===== src/hdl/smrc_pkg.sv =====
// Constants shared by the supply monitor reset controller
package smrc_pkg;
  // Stop mode request encodings
  localparam logic [1:0] STOP_NONE    = 2'h0;
  localparam logic [1:0] STOP_SHALLOW = 2'h1;
  localparam logic [1:0] STOP_MIDDLE  = 2'h2;
  localparam logic [1:0] STOP_DEEPEST = 2'h3;
  // Reset status field positions
  localparam int unsigned RS_POWER_ON = 7;
  localparam int unsigned RS_LOWV     = 1;
  // Reset values
  localparam logic [7:0] RS_RESET_VAL = 8'h00;
  // Synchroniser depth
  localparam int unsigned SYNC_STAGES = 2;
endpackage


===== src/hdl/smrc_sync.sv =====
// Two-stage synchroniser for a group of asynchronous comparator levels
`timescale 1ns/100ps
module smrc_sync #(
  parameter int unsigned WIDTH = 1
) (
  // Clock and reset
  input  wire logic             ref_clk,
  input  wire logic             rst,
  // Levels
  input  wire logic [WIDTH-1:0] async_in,
  output logic      [WIDTH-1:0] sync_out
);
  logic [WIDTH-1:0] stage_one;

  // First stage read only by second stage
  always_ff @(posedge ref_clk) begin
    if (rst) begin
      stage_one <= '0;
      sync_out  <= '0;
    end else begin
      stage_one <= async_in;
      sync_out  <= stage_one;
    end
  end
endmodule // smrc_sync


===== src/hdl/smrc_top.sv =====
// Supply monitor control: detect gating, reset hold, flags and reset status
`timescale 1ns/100ps
// Behaviour
// - Detect comparator active only with monitor enable; otherwise no reset or interrupt.
// - Detect trip level chosen by detect_level_select.
// - Stop modes disable detection unless stop_monitor_enable is set.
// - Both monitor enables set: refuse deepest and middle stop, allow shallow.
// - Power-on detector report asserts a reset condition.
// - After power-on, core held in reset until supply above low detect level.
// - Power-on reset sets power-on and low-voltage status flags.
// - Reset enable set: supply below selected level causes system reset.
// - After low-voltage reset, hold core until supply above selected level.
// - Low-voltage status flag set after low-voltage or power-on reset.
// - Low supply with enables and reset disabled sets flag and requests interrupt.
// - Warning flag sets when supply approaches detect level; never interrupts.
// - Warning trip level chosen by warning_level_select.
// - Reset status flags are read-only; a low-voltage reset sets its flag and keeps the power-on flag.
module smrc_top (
  // Clock and reset
  input  wire logic       ref_clk,
  input  wire logic       rst,
  // Analog comparator levels, asynchronous, high means supply below level
  input  wire logic       por_detect,
  input  wire logic       below_detect_high,
  input  wire logic       below_detect_low,
  input  wire logic       below_warn_high,
  input  wire logic       below_warn_low,
  // Control bits
  input  wire logic       monitor_enable_bit,
  input  wire logic       detect_level_select,
  input  wire logic       stop_monitor_enable,
  input  wire logic       lowv_reset_enable,
  input  wire logic       lowv_irq_enable,
  input  wire logic       warning_level_select,
  input  wire logic       lowv_flag_ack,
  // Stop mode request and other reset sources
  input  wire logic [1:0] stop_request,
  input  wire logic       other_reset_req,
  // Outputs
  output logic            core_reset,
  output logic [1:0]      stop_granted,
  output logic            lowv_flag,
  output logic            lowv_irq,
  output logic            supply_warning_flag,
  output logic            detector_active,
  output logic [7:0]      reset_status_reg
);
  typedef enum logic [1:0] {
    RUN_ST, HOLD_POR_ST, HOLD_LOWV_ST
  } smrc_state_type;

  smrc_state_type state;
  logic [4:0]     cmp_sync;
  logic           por_s, bdh_s, bdl_s, bwh_s, bwl_s;
  logic           in_stop;
  logic           det_on;
  logic           below_sel;
  logic           warn_sel;
  logic           lowv_reset_evt;
  logic           irq_evt;

  // Comparator synchronisation
  smrc_sync #(
    .WIDTH (5)
  ) u_sync (
    .ref_clk  (ref_clk),
    .rst      (rst),
    .async_in ({por_detect, below_detect_high, below_detect_low,
                below_warn_high, below_warn_low}),
    .sync_out (cmp_sync)
  );

  assign {por_s, bdh_s, bdl_s, bwh_s, bwl_s} = cmp_sync;

  // Detector gating by enable and stop state
  assign in_stop   = (stop_granted != smrc_pkg::STOP_NONE);
  assign det_on    = monitor_enable_bit && (!in_stop || stop_monitor_enable);
  assign below_sel = detect_level_select ? bdh_s : bdl_s;
  assign warn_sel  = warning_level_select ? bwh_s : bwl_s;
  assign lowv_reset_evt = det_on && lowv_reset_enable && below_sel;
  assign irq_evt   = det_on && !lowv_reset_enable && below_sel;

  // Reset hold sequencer
  always_ff @(posedge ref_clk) begin
    if (rst) begin
      state      <= HOLD_POR_ST;
      core_reset <= 1'b1;
    end else begin
      case (state)
        RUN_ST: begin
          if (por_s) begin
            state      <= HOLD_POR_ST;
            core_reset <= 1'b1;
          end else if (lowv_reset_evt) begin
            state      <= HOLD_LOWV_ST;
            core_reset <= 1'b1;
          end else begin
            core_reset <= other_reset_req;
          end
        end
        HOLD_POR_ST: begin
          // Release only once above the low detect level
          if (!por_s && !bdl_s) begin
            state      <= RUN_ST;
            core_reset <= 1'b0;
          end
        end
        default: begin
          if (por_s) begin
            state <= HOLD_POR_ST;
          end else if (!below_sel) begin
            state      <= RUN_ST;
            core_reset <= 1'b0;
          end
        end
      endcase
    end
  end

  // Stop mode grant, deep modes refused while monitoring in stop
  always_ff @(posedge ref_clk) begin
    if (rst || core_reset) begin
      stop_granted <= smrc_pkg::STOP_NONE;
    end else if (stop_monitor_enable && monitor_enable_bit &&
                 stop_request != smrc_pkg::STOP_NONE) begin
      stop_granted <= smrc_pkg::STOP_SHALLOW;
    end else begin
      stop_granted <= stop_request;
    end
  end

  // Low-voltage flag and interrupt request, set wins over clear
  always_ff @(posedge ref_clk) begin
    if (rst || core_reset) begin
      lowv_flag <= 1'b0;
      lowv_irq  <= 1'b0;
    end else begin
      lowv_flag <= irq_evt || (lowv_flag && !lowv_flag_ack);
      lowv_irq  <= lowv_irq_enable &&
                   (irq_evt || (lowv_flag && !lowv_flag_ack));
    end
  end

  // Warning flag, follows warning comparator while detector runs, no interrupt
  always_ff @(posedge ref_clk) begin
    if (rst) begin
      supply_warning_flag <= 1'b0;
    end else begin
      supply_warning_flag <= det_on && warn_sel;
    end
  end

  // Detector activity status
  always_ff @(posedge ref_clk) begin
    if (rst) begin
      detector_active <= 1'b0;
    end else begin
      detector_active <= det_on;
    end
  end

  // Reset cause status, no software write path
  always_ff @(posedge ref_clk) begin
    if (rst) begin
      reset_status_reg <= smrc_pkg::RS_RESET_VAL;
    end else if (por_s) begin
      // Power-on seen in run or in either hold state
      reset_status_reg <= smrc_pkg::RS_RESET_VAL;
      reset_status_reg[smrc_pkg::RS_POWER_ON] <= 1'b1;
      reset_status_reg[smrc_pkg::RS_LOWV]     <= 1'b1;
    end else if (state == RUN_ST && lowv_reset_evt) begin
      reset_status_reg[smrc_pkg::RS_LOWV] <= 1'b1;
      reset_status_reg[smrc_pkg::RS_POWER_ON] <= reset_status_reg[smrc_pkg::RS_POWER_ON];
    end else if (state == RUN_ST && other_reset_req && !core_reset) begin
      reset_status_reg <= smrc_pkg::RS_RESET_VAL;
    end
  end

  // Checks
  chk_por_holds_reset: assert property (@(posedge ref_clk) disable iff (rst)
    por_s |=> core_reset) else $error("power-on did not hold reset");
  chk_disabled_no_irq: assert property (@(posedge ref_clk) disable iff (rst)
    !monitor_enable_bit |=> !$rose(lowv_flag)) else $error("flag set while disabled");
  chk_stop_refused: assert property (@(posedge ref_clk) disable iff (rst)
    (stop_monitor_enable && monitor_enable_bit && !core_reset && stop_request != 2'h0)
    |=> stop_granted == 2'h1) else $error("deep stop granted");
  chk_lowv_reset: assert property (@(posedge ref_clk) disable iff (rst)
    (state == RUN_ST && lowv_reset_evt && !por_s) |=> core_reset && state == HOLD_LOWV_ST)
    else $error("no low-voltage reset");
  chk_por_release: assert property (@(posedge ref_clk) disable iff (rst)
    (state == HOLD_POR_ST && bdl_s) |=> core_reset) else $error("released too early");
  chk_lowv_hold: assert property (@(posedge ref_clk) disable iff (rst)
    (state == HOLD_LOWV_ST && below_sel) |=> core_reset) else $error("left low hold");
  chk_flag_irq: assert property (@(posedge ref_clk) disable iff (rst)
    (irq_evt && !core_reset) |=> lowv_flag ##0 (lowv_irq == $past(lowv_irq_enable)))
    else $error("flag or irq missing");
  chk_warn_no_irq: assert property (@(posedge ref_clk) disable iff (rst)
    (supply_warning_flag && !lowv_flag) |-> !lowv_irq) else $error("warning raised irq");
  chk_status_por: assert property (@(posedge ref_clk) disable iff (rst)
    (state == RUN_ST && por_s) |=> reset_status_reg[7] && reset_status_reg[1])
    else $error("status flags not set");
  cov_por_cycle: cover property (@(posedge ref_clk) state == HOLD_POR_ST ##1 state == RUN_ST);
  cov_lowv_reset: cover property (@(posedge ref_clk) state == HOLD_LOWV_ST);
  cov_lowv_irq: cover property (@(posedge ref_clk) $rose(lowv_irq));
  cov_stop_clamp: cover property (@(posedge ref_clk) stop_request == 2'h3 && stop_granted == 2'h1);
endmodule // smrc_top


===== config.mk =====
export PLATFORM = sky130hd
export DESIGN_NAME = smrc_top
export DESIGN_NICKNAME = d
export VERILOG_FILES = /design/src/hdl/smrc_pkg.sv /design/src/hdl/smrc_sync.sv /design/src/hdl/smrc_top.sv
export SDC_FILE = /design/constraint.sdc
export NUM_CORES = 1
export LEC_CHECK = 0
export BUFFER_PORTS_ARGS = -buffer_cell sky130_fd_sc_hd__buf_2
export CORE_ASPECT_RATIO = 0.9
export CORE_MARGIN = 2
export CORE_UTILIZATION = 35
export DETAILED_ROUTE_END_ITERATION = 16
export GPL_TIMING_DRIVEN = 0
export HOLD_SLACK_MARGIN = 0.15
export PLACE_DENSITY = 0.58
export SLEW_MARGIN = 20
export SYNTH_ARGS = -nofsm -noshare
export SYNTH_HDL_FRONTEND = slang
export SYNTH_HIERARCHICAL = 1
export SYNTH_SLANG_ARGS = --single-unit

===== constraint.sdc =====
create_clock -name ref_clk -period 1.4 [get_ports ref_clk]
set_clock_uncertainty 0.2 [all_clocks]
set_input_delay 0.07 -clock ref_clk [delete_from_list [all_inputs] [get_ports ref_clk]]
set_output_delay 0.07 -clock ref_clk [all_outputs]
set_load 0.02 [all_outputs]

# Word-level counts from Yosys, hierarchy flattened
# Index checks and enable logic that the tools add are counted.
# word_totals
reg_bits,21
inputBits,17
output_inout_bits,15
word_cells,72
# classes
eq_ne,7
muxes,21
n_reduce_logical,32
# op_table
op,n
$mux W8,2
$logic_and A1 B1 Y1,14
$mux W1,11
$mux W2,5
$logic_not A1 Y1,6
$reduce_and A3 Y1,2
$reduce_bool A2 Y1,3
$mux W5,1
$ne A4 B1 Y1 const B,1
$pmux W2 S2,1
$logic_or A1 B1 Y1,3
$ne A3 B1 Y1 const B,1
$ne A3 B2 Y1 const B,1
$ne A3 B3 Y1 const B,1
$reduce_bool A3 Y1,1
$eq A2 B1 Y1 const B,1
$logic_not A2 Y1,1
$ne A2 B1 Y1 const B,1
$ne A2 B2 Y1 const B,1
$pmux W1 S2,1
$reduce_and A2 Y1,1
$reduce_or A2 Y1,1

# Logic depth before layout (Yosys ltp)
# logic_depth
ltp_word,9
ltp_mapped,5
depth_no_buf,4

# Cells and area by module
# Netlist, hierarchy kept.
# modules_own_cells
module,n_inst,cells_per_inst,area_per_inst_um2,seq_area_each_um2
smrc_top,1,58,508.0,220.2
smrc_sync,1,20,262.8,200.2

# Least setup slack after synthesis
# No wires, ideal clock.
# synth_timing
kind,register to register
from,register stop_granted[1]
to,register lowv_irq
setup_time_ns,0.115
t_arrival_ns,1.040
t_required_ns,1.085
setup_slack_ns,0.045
path_stages_with_launch,5
n_path_buf,0
period_less_slack_ns,1.355
path_cell_list,dfxtp_1 nor2_1 o21ai_0 o21ai_2 and2_1
# synth_via
elab_chain_cells,8
# synth_rtl
item,line,source
start: declaration,smrc_top.sv:41,"output logic [1:0] stop_granted,"
start signal: assignment,smrc_top.sv:123,stop_granted <= smrc_pkg::STOP_NONE;
start signal: assignment,smrc_top.sv:126,stop_granted <= smrc_pkg::STOP_SHALLOW;
start signal: assignment,smrc_top.sv:128,stop_granted <= stop_request;
$reduce_bool A2 Y1,smrc_top.sv:76,assign in_stop = (stop_granted != smrc_pkg::STOP_NONE);
$logic_not A1 Y1,smrc_top.sv:77,assign det_on = monitor_enable_bit && (!in_stop || stop_monitor_enable);
$logic_or A1 B1 Y1,smrc_top.sv:77,
$logic_and A1 B1 Y1,smrc_top.sv:77,
$logic_and A1 B1 Y1 (2 in a row),smrc_top.sv:81,assign irq_evt = det_on && !lowv_reset_enable && below_sel;
$logic_or A1 B1 Y1,smrc_top.sv:140,(irq_evt || (lowv_flag && !lowv_flag_ack));
$logic_and A1 B1 Y1,smrc_top.sv:139,lowv_irq <= lowv_irq_enable &&
end signal: assignment,smrc_top.sv:139,
end: declaration,smrc_top.sv:43,"output logic lowv_irq,"
# Every way passes these cells.
# A chain may end at the register's enable or synchronous reset.

# Worst setup path after layout
# layout_timing
from,input below_warn_low
to,register u_sync.stage_one[0]
# layout_lines
item,line,source
start: declaration,smrc_top.sv:27,"input wire logic below_warn_low,"
end signal: assignment,smrc_sync.sv:21,stage_one <= async_in;
end: declaration,smrc_sync.sv:13,logic [WIDTH-1:0] stage_one;
# No word-level cell between the ends.

==> results.toml <==
[status]
result_of_the_run = "complete, but fails checks"
failed_checks = "hold timing"

[finish]
fillerInstances = 208
syn2layout_area_growth_pct = 62.7
nets = 156
biggestRegsByFlops = "u_sync/stage_one x5, u_sync/sync_out x5"
layout.cell_area.non_filler_mm2 = 0.00125
drive_above_1_share_pct = 29.0
layout_common_cells = "sky130_fd_sc_hd__dlygate4sd3_1, sky130_fd_sc_hd__buf_2, sky130_fd_sc_hd__dfxtp_1"
antenna_cells = 0
most_common_cell_after_layout_fill_and_taps_aside = "sky130_fd_sc_hd__dlygate4sd3_1"

[floorplanning]
fp-row-count = 16
initial_core_util_pct = 36.3
top_level_ports = 32
chipWidth_um = 53.5
core_area_mm2 = 0.00212
floorplan.die_area_mm2 = 0.00259
die_height_um = 48.5

[timing]
fmaxAchievable_mhz = 729
min_period_over_period_pct = 98.0
period_needed_ns = 1.37
finalSetupViolCount = 0
final_tns_setup_ns = 0
fin_worst_hold_slack_ns = -0.0216
timing_hold_violations_final = 1
rsz_0062_raised_after_global_routing = "false"
total_count_of_max_transition_violations_in_the_final_report = 0

[clocking]
post_cts_buffers = 0
cts_sinks = 21
ctsHtreeMaxLevel = 1
insertion_delay_of_the_later_clocked_pin_in_the_worst_skew_pair_ns = 0.30
cts_buffers = 3
tritoncts = "done"
root_buffer = "sky130_fd_sc_hd__clkbuf_4"
clk_slew_on_worst_s_h_paths_ns = 0.12
clk_path_buf_depth = 2

[placement]
dpl_cell_area_um2 = 948
detailed_place_hpwl_um = 956
gp_routability_congestion = 0.724
io_buffer_count = 25

[yosys]
synthFlopType = "sky130_fd_sc_hd__dfxtp_1"
mappedNetlistArea_um2 = 771
synthesis.instances = 78
postSynthRegisterBits = 21
number_of_enable_type_register_cells_in_the_synthesized_netlist = 0
synth_area_per_cell_um2 = 9.88
asyncSetResetFlopFracSynth_pct = 0
sequential_area_share_after_synthesis_pct = 54.5
ys.warnings.count = 6
synth.distinct_cells = 25

[grt]
grt_pass1_vias = 662
grt_first_pass_wirelength_mm = 2.61
grt.overflow.total = 0
grtUsageTotal_pct = 13.7
antenna_found_initial = 0
grt_max_degree = 14

[setup_path]
cp_max_fo = 1
crit_type = "input port to register"
critical_path_capture_point_type = "register"
critPathLaunchType = "input port"
worst_ep_required_time_ns = 1.40
crit_arrival_ns = 1.37

[routing]
vias = 722
postRouteWirelength_mm = 1.60
drt_iter0_drc = 11
detail-route-antenna-nets = 0
drcViolationCount = 0
drt-pass1-iter-count = 4
drt-vias-per-instance = 4.38
wl_per_cell_um = 9.72

[power_and_ir_drop]
switching_share_pct = 25.2
power_mw = 1.13
share_comb_of_total_power_pct = 17.3
peakVddDrop_uv = 774
p_per_area_mw_per_mm2 = 898
p_sw_mw = 0.283
internal-power_mw = 0.843
power_frac_clock_pct = 25.9
cellLeakagePower_nw = 0.584
seqPwrFrac_pct = 56.8

[min_path]
worst_hold_path_type = "input port to register"

[flow_run]
cap_viol_max_count = 0
==> synthesized netlist by cell type, types with 2 or more instances <==
library cell                n  area (um^2)
sky130_fd_sc_hd__nor3_1     4         20.0
sky130_fd_sc_hd__nand3b_1   3         22.5
sky130_fd_sc_hd__dfxtp_1   21          420
sky130_fd_sc_hd__nand2_1    2         7.51
sky130_fd_sc_hd__buf_4      6         45.0
sky130_fd_sc_hd__o21ai_0    3         15.0
sky130_fd_sc_hd__nor2b_1   10         62.6
sky130_fd_sc_hd__a21oi_1    2         10.0
sky130_fd_sc_hd__nor2_1     7         26.3
sky130_fd_sc_hd__o21a_1     2         15.0
sky130_fd_sc_hd__a31oi_1    2         12.5
sky130_fd_sc_hd__mux2i_1    2         20.0
sky130_fd_sc_hd__o211ai_1   2         15.0
==> routing by layer <==
layer / vias up / global-route usage [%] / wire, um
li1: 375 / - / -
met1: 319 / 14.1 / 653
met2: 28 / 24.7 / 835
met3: 0 / 6.48 / 114
met4: 0 / 2.56 / 0
met5: - / 0 / 0
==> cell families (layout without fill, tap and decap cells) <==
| kind of cell | count (synthesis) | in the layout | share of synthesized area [%] |
|---|---|---|---|
| AO/OA/AOI/OAI | 13 | 13 | 11.0 |
| buffers and inverters | 9 | 64 | 7.47 |
| flip-flops | 21 | 21 | 54.5 |
| multiplexers | 3 | 3 | 4.54 |
| other | 1 | 6 | 0.487 |
| AND/OR/NAND/NOR | 31 | 31 | 21.9 |
==> final timing paths <==
path | from | to | slack, ns | cells past startpoint
max | below_warn_low | u_sync/stage_one[0] | 0.03 | 4
min | detect_level_select | state[1] | -0.02 | 3
max reg2reg | u_sync/sync_out[2] | reset_status_reg[7] | 0.10 | 3
min reg2reg | reset_status_reg[7] | reset_status_reg[7] | 0.32 | 2
==> power groups by stage <==
| stage | sequential [mW] | clock [mW] | combinational (mW) |
|---|---|---|---|
| finish | 0.639 | 0.292 | 0.195 |
| floorplan | 0.662 | 0 | 0.0764 |
| detailed placement | 0.650 | 0 | 0.138 |
| global route | 0.644 | 0.342 | 0.214 |
| global placement | 0.650 | 0 | 0.137 |
| CTS | 0.637 | 0.304 | 0.186 |
==> what timing repair did <==
item / in CTS / in global routing
resized for setup: 0 / 3
endpoints found under the hold margin: 21 / 10
hold buffers: 24 / 4
setup endpoints to repair: 0 / 4
==> stage by stage <==
stage                     cells  setup slack, ns  util (%)
final                       165           0.0278      59.1
after global routing        165          0.00597      59.1
after CTS                   163           0.0366      57.4
after detailed placement    135           0.0586      44.7
after global placement      135           0.0844      44.7
after floorplan              83           0.0446         -
==> layout make-up <==
cell class / instances / area, um^2 / share of cell area, %
timing repair buffer: 52 / 395 / 31.5
buffer: 7 / 50.0 / 3.99
clock buffer: 3 / 22.5 / 1.80
inverter: 1 / 3.75 / 0.299
multi-input combinational: 53 / 320 / 25.5
tap: 27 / 33.8 / 2.69
sequential: 21 / 420 / 33.5
clock inverter: 1 / 7.51 / 0.599
==> worst max-delay path, cell delays in order <==
cell                            delay [ns]
sky130_fd_sc_hd__dlygate4sd3_1        0.53
sky130_fd_sc_hd__buf_2                0.11
sky130_fd_sc_hd__nor2b_1              0.11
sky130_fd_sc_hd__dlygate4sd3_1        0.56
Power figures use the tool's default switching activity.
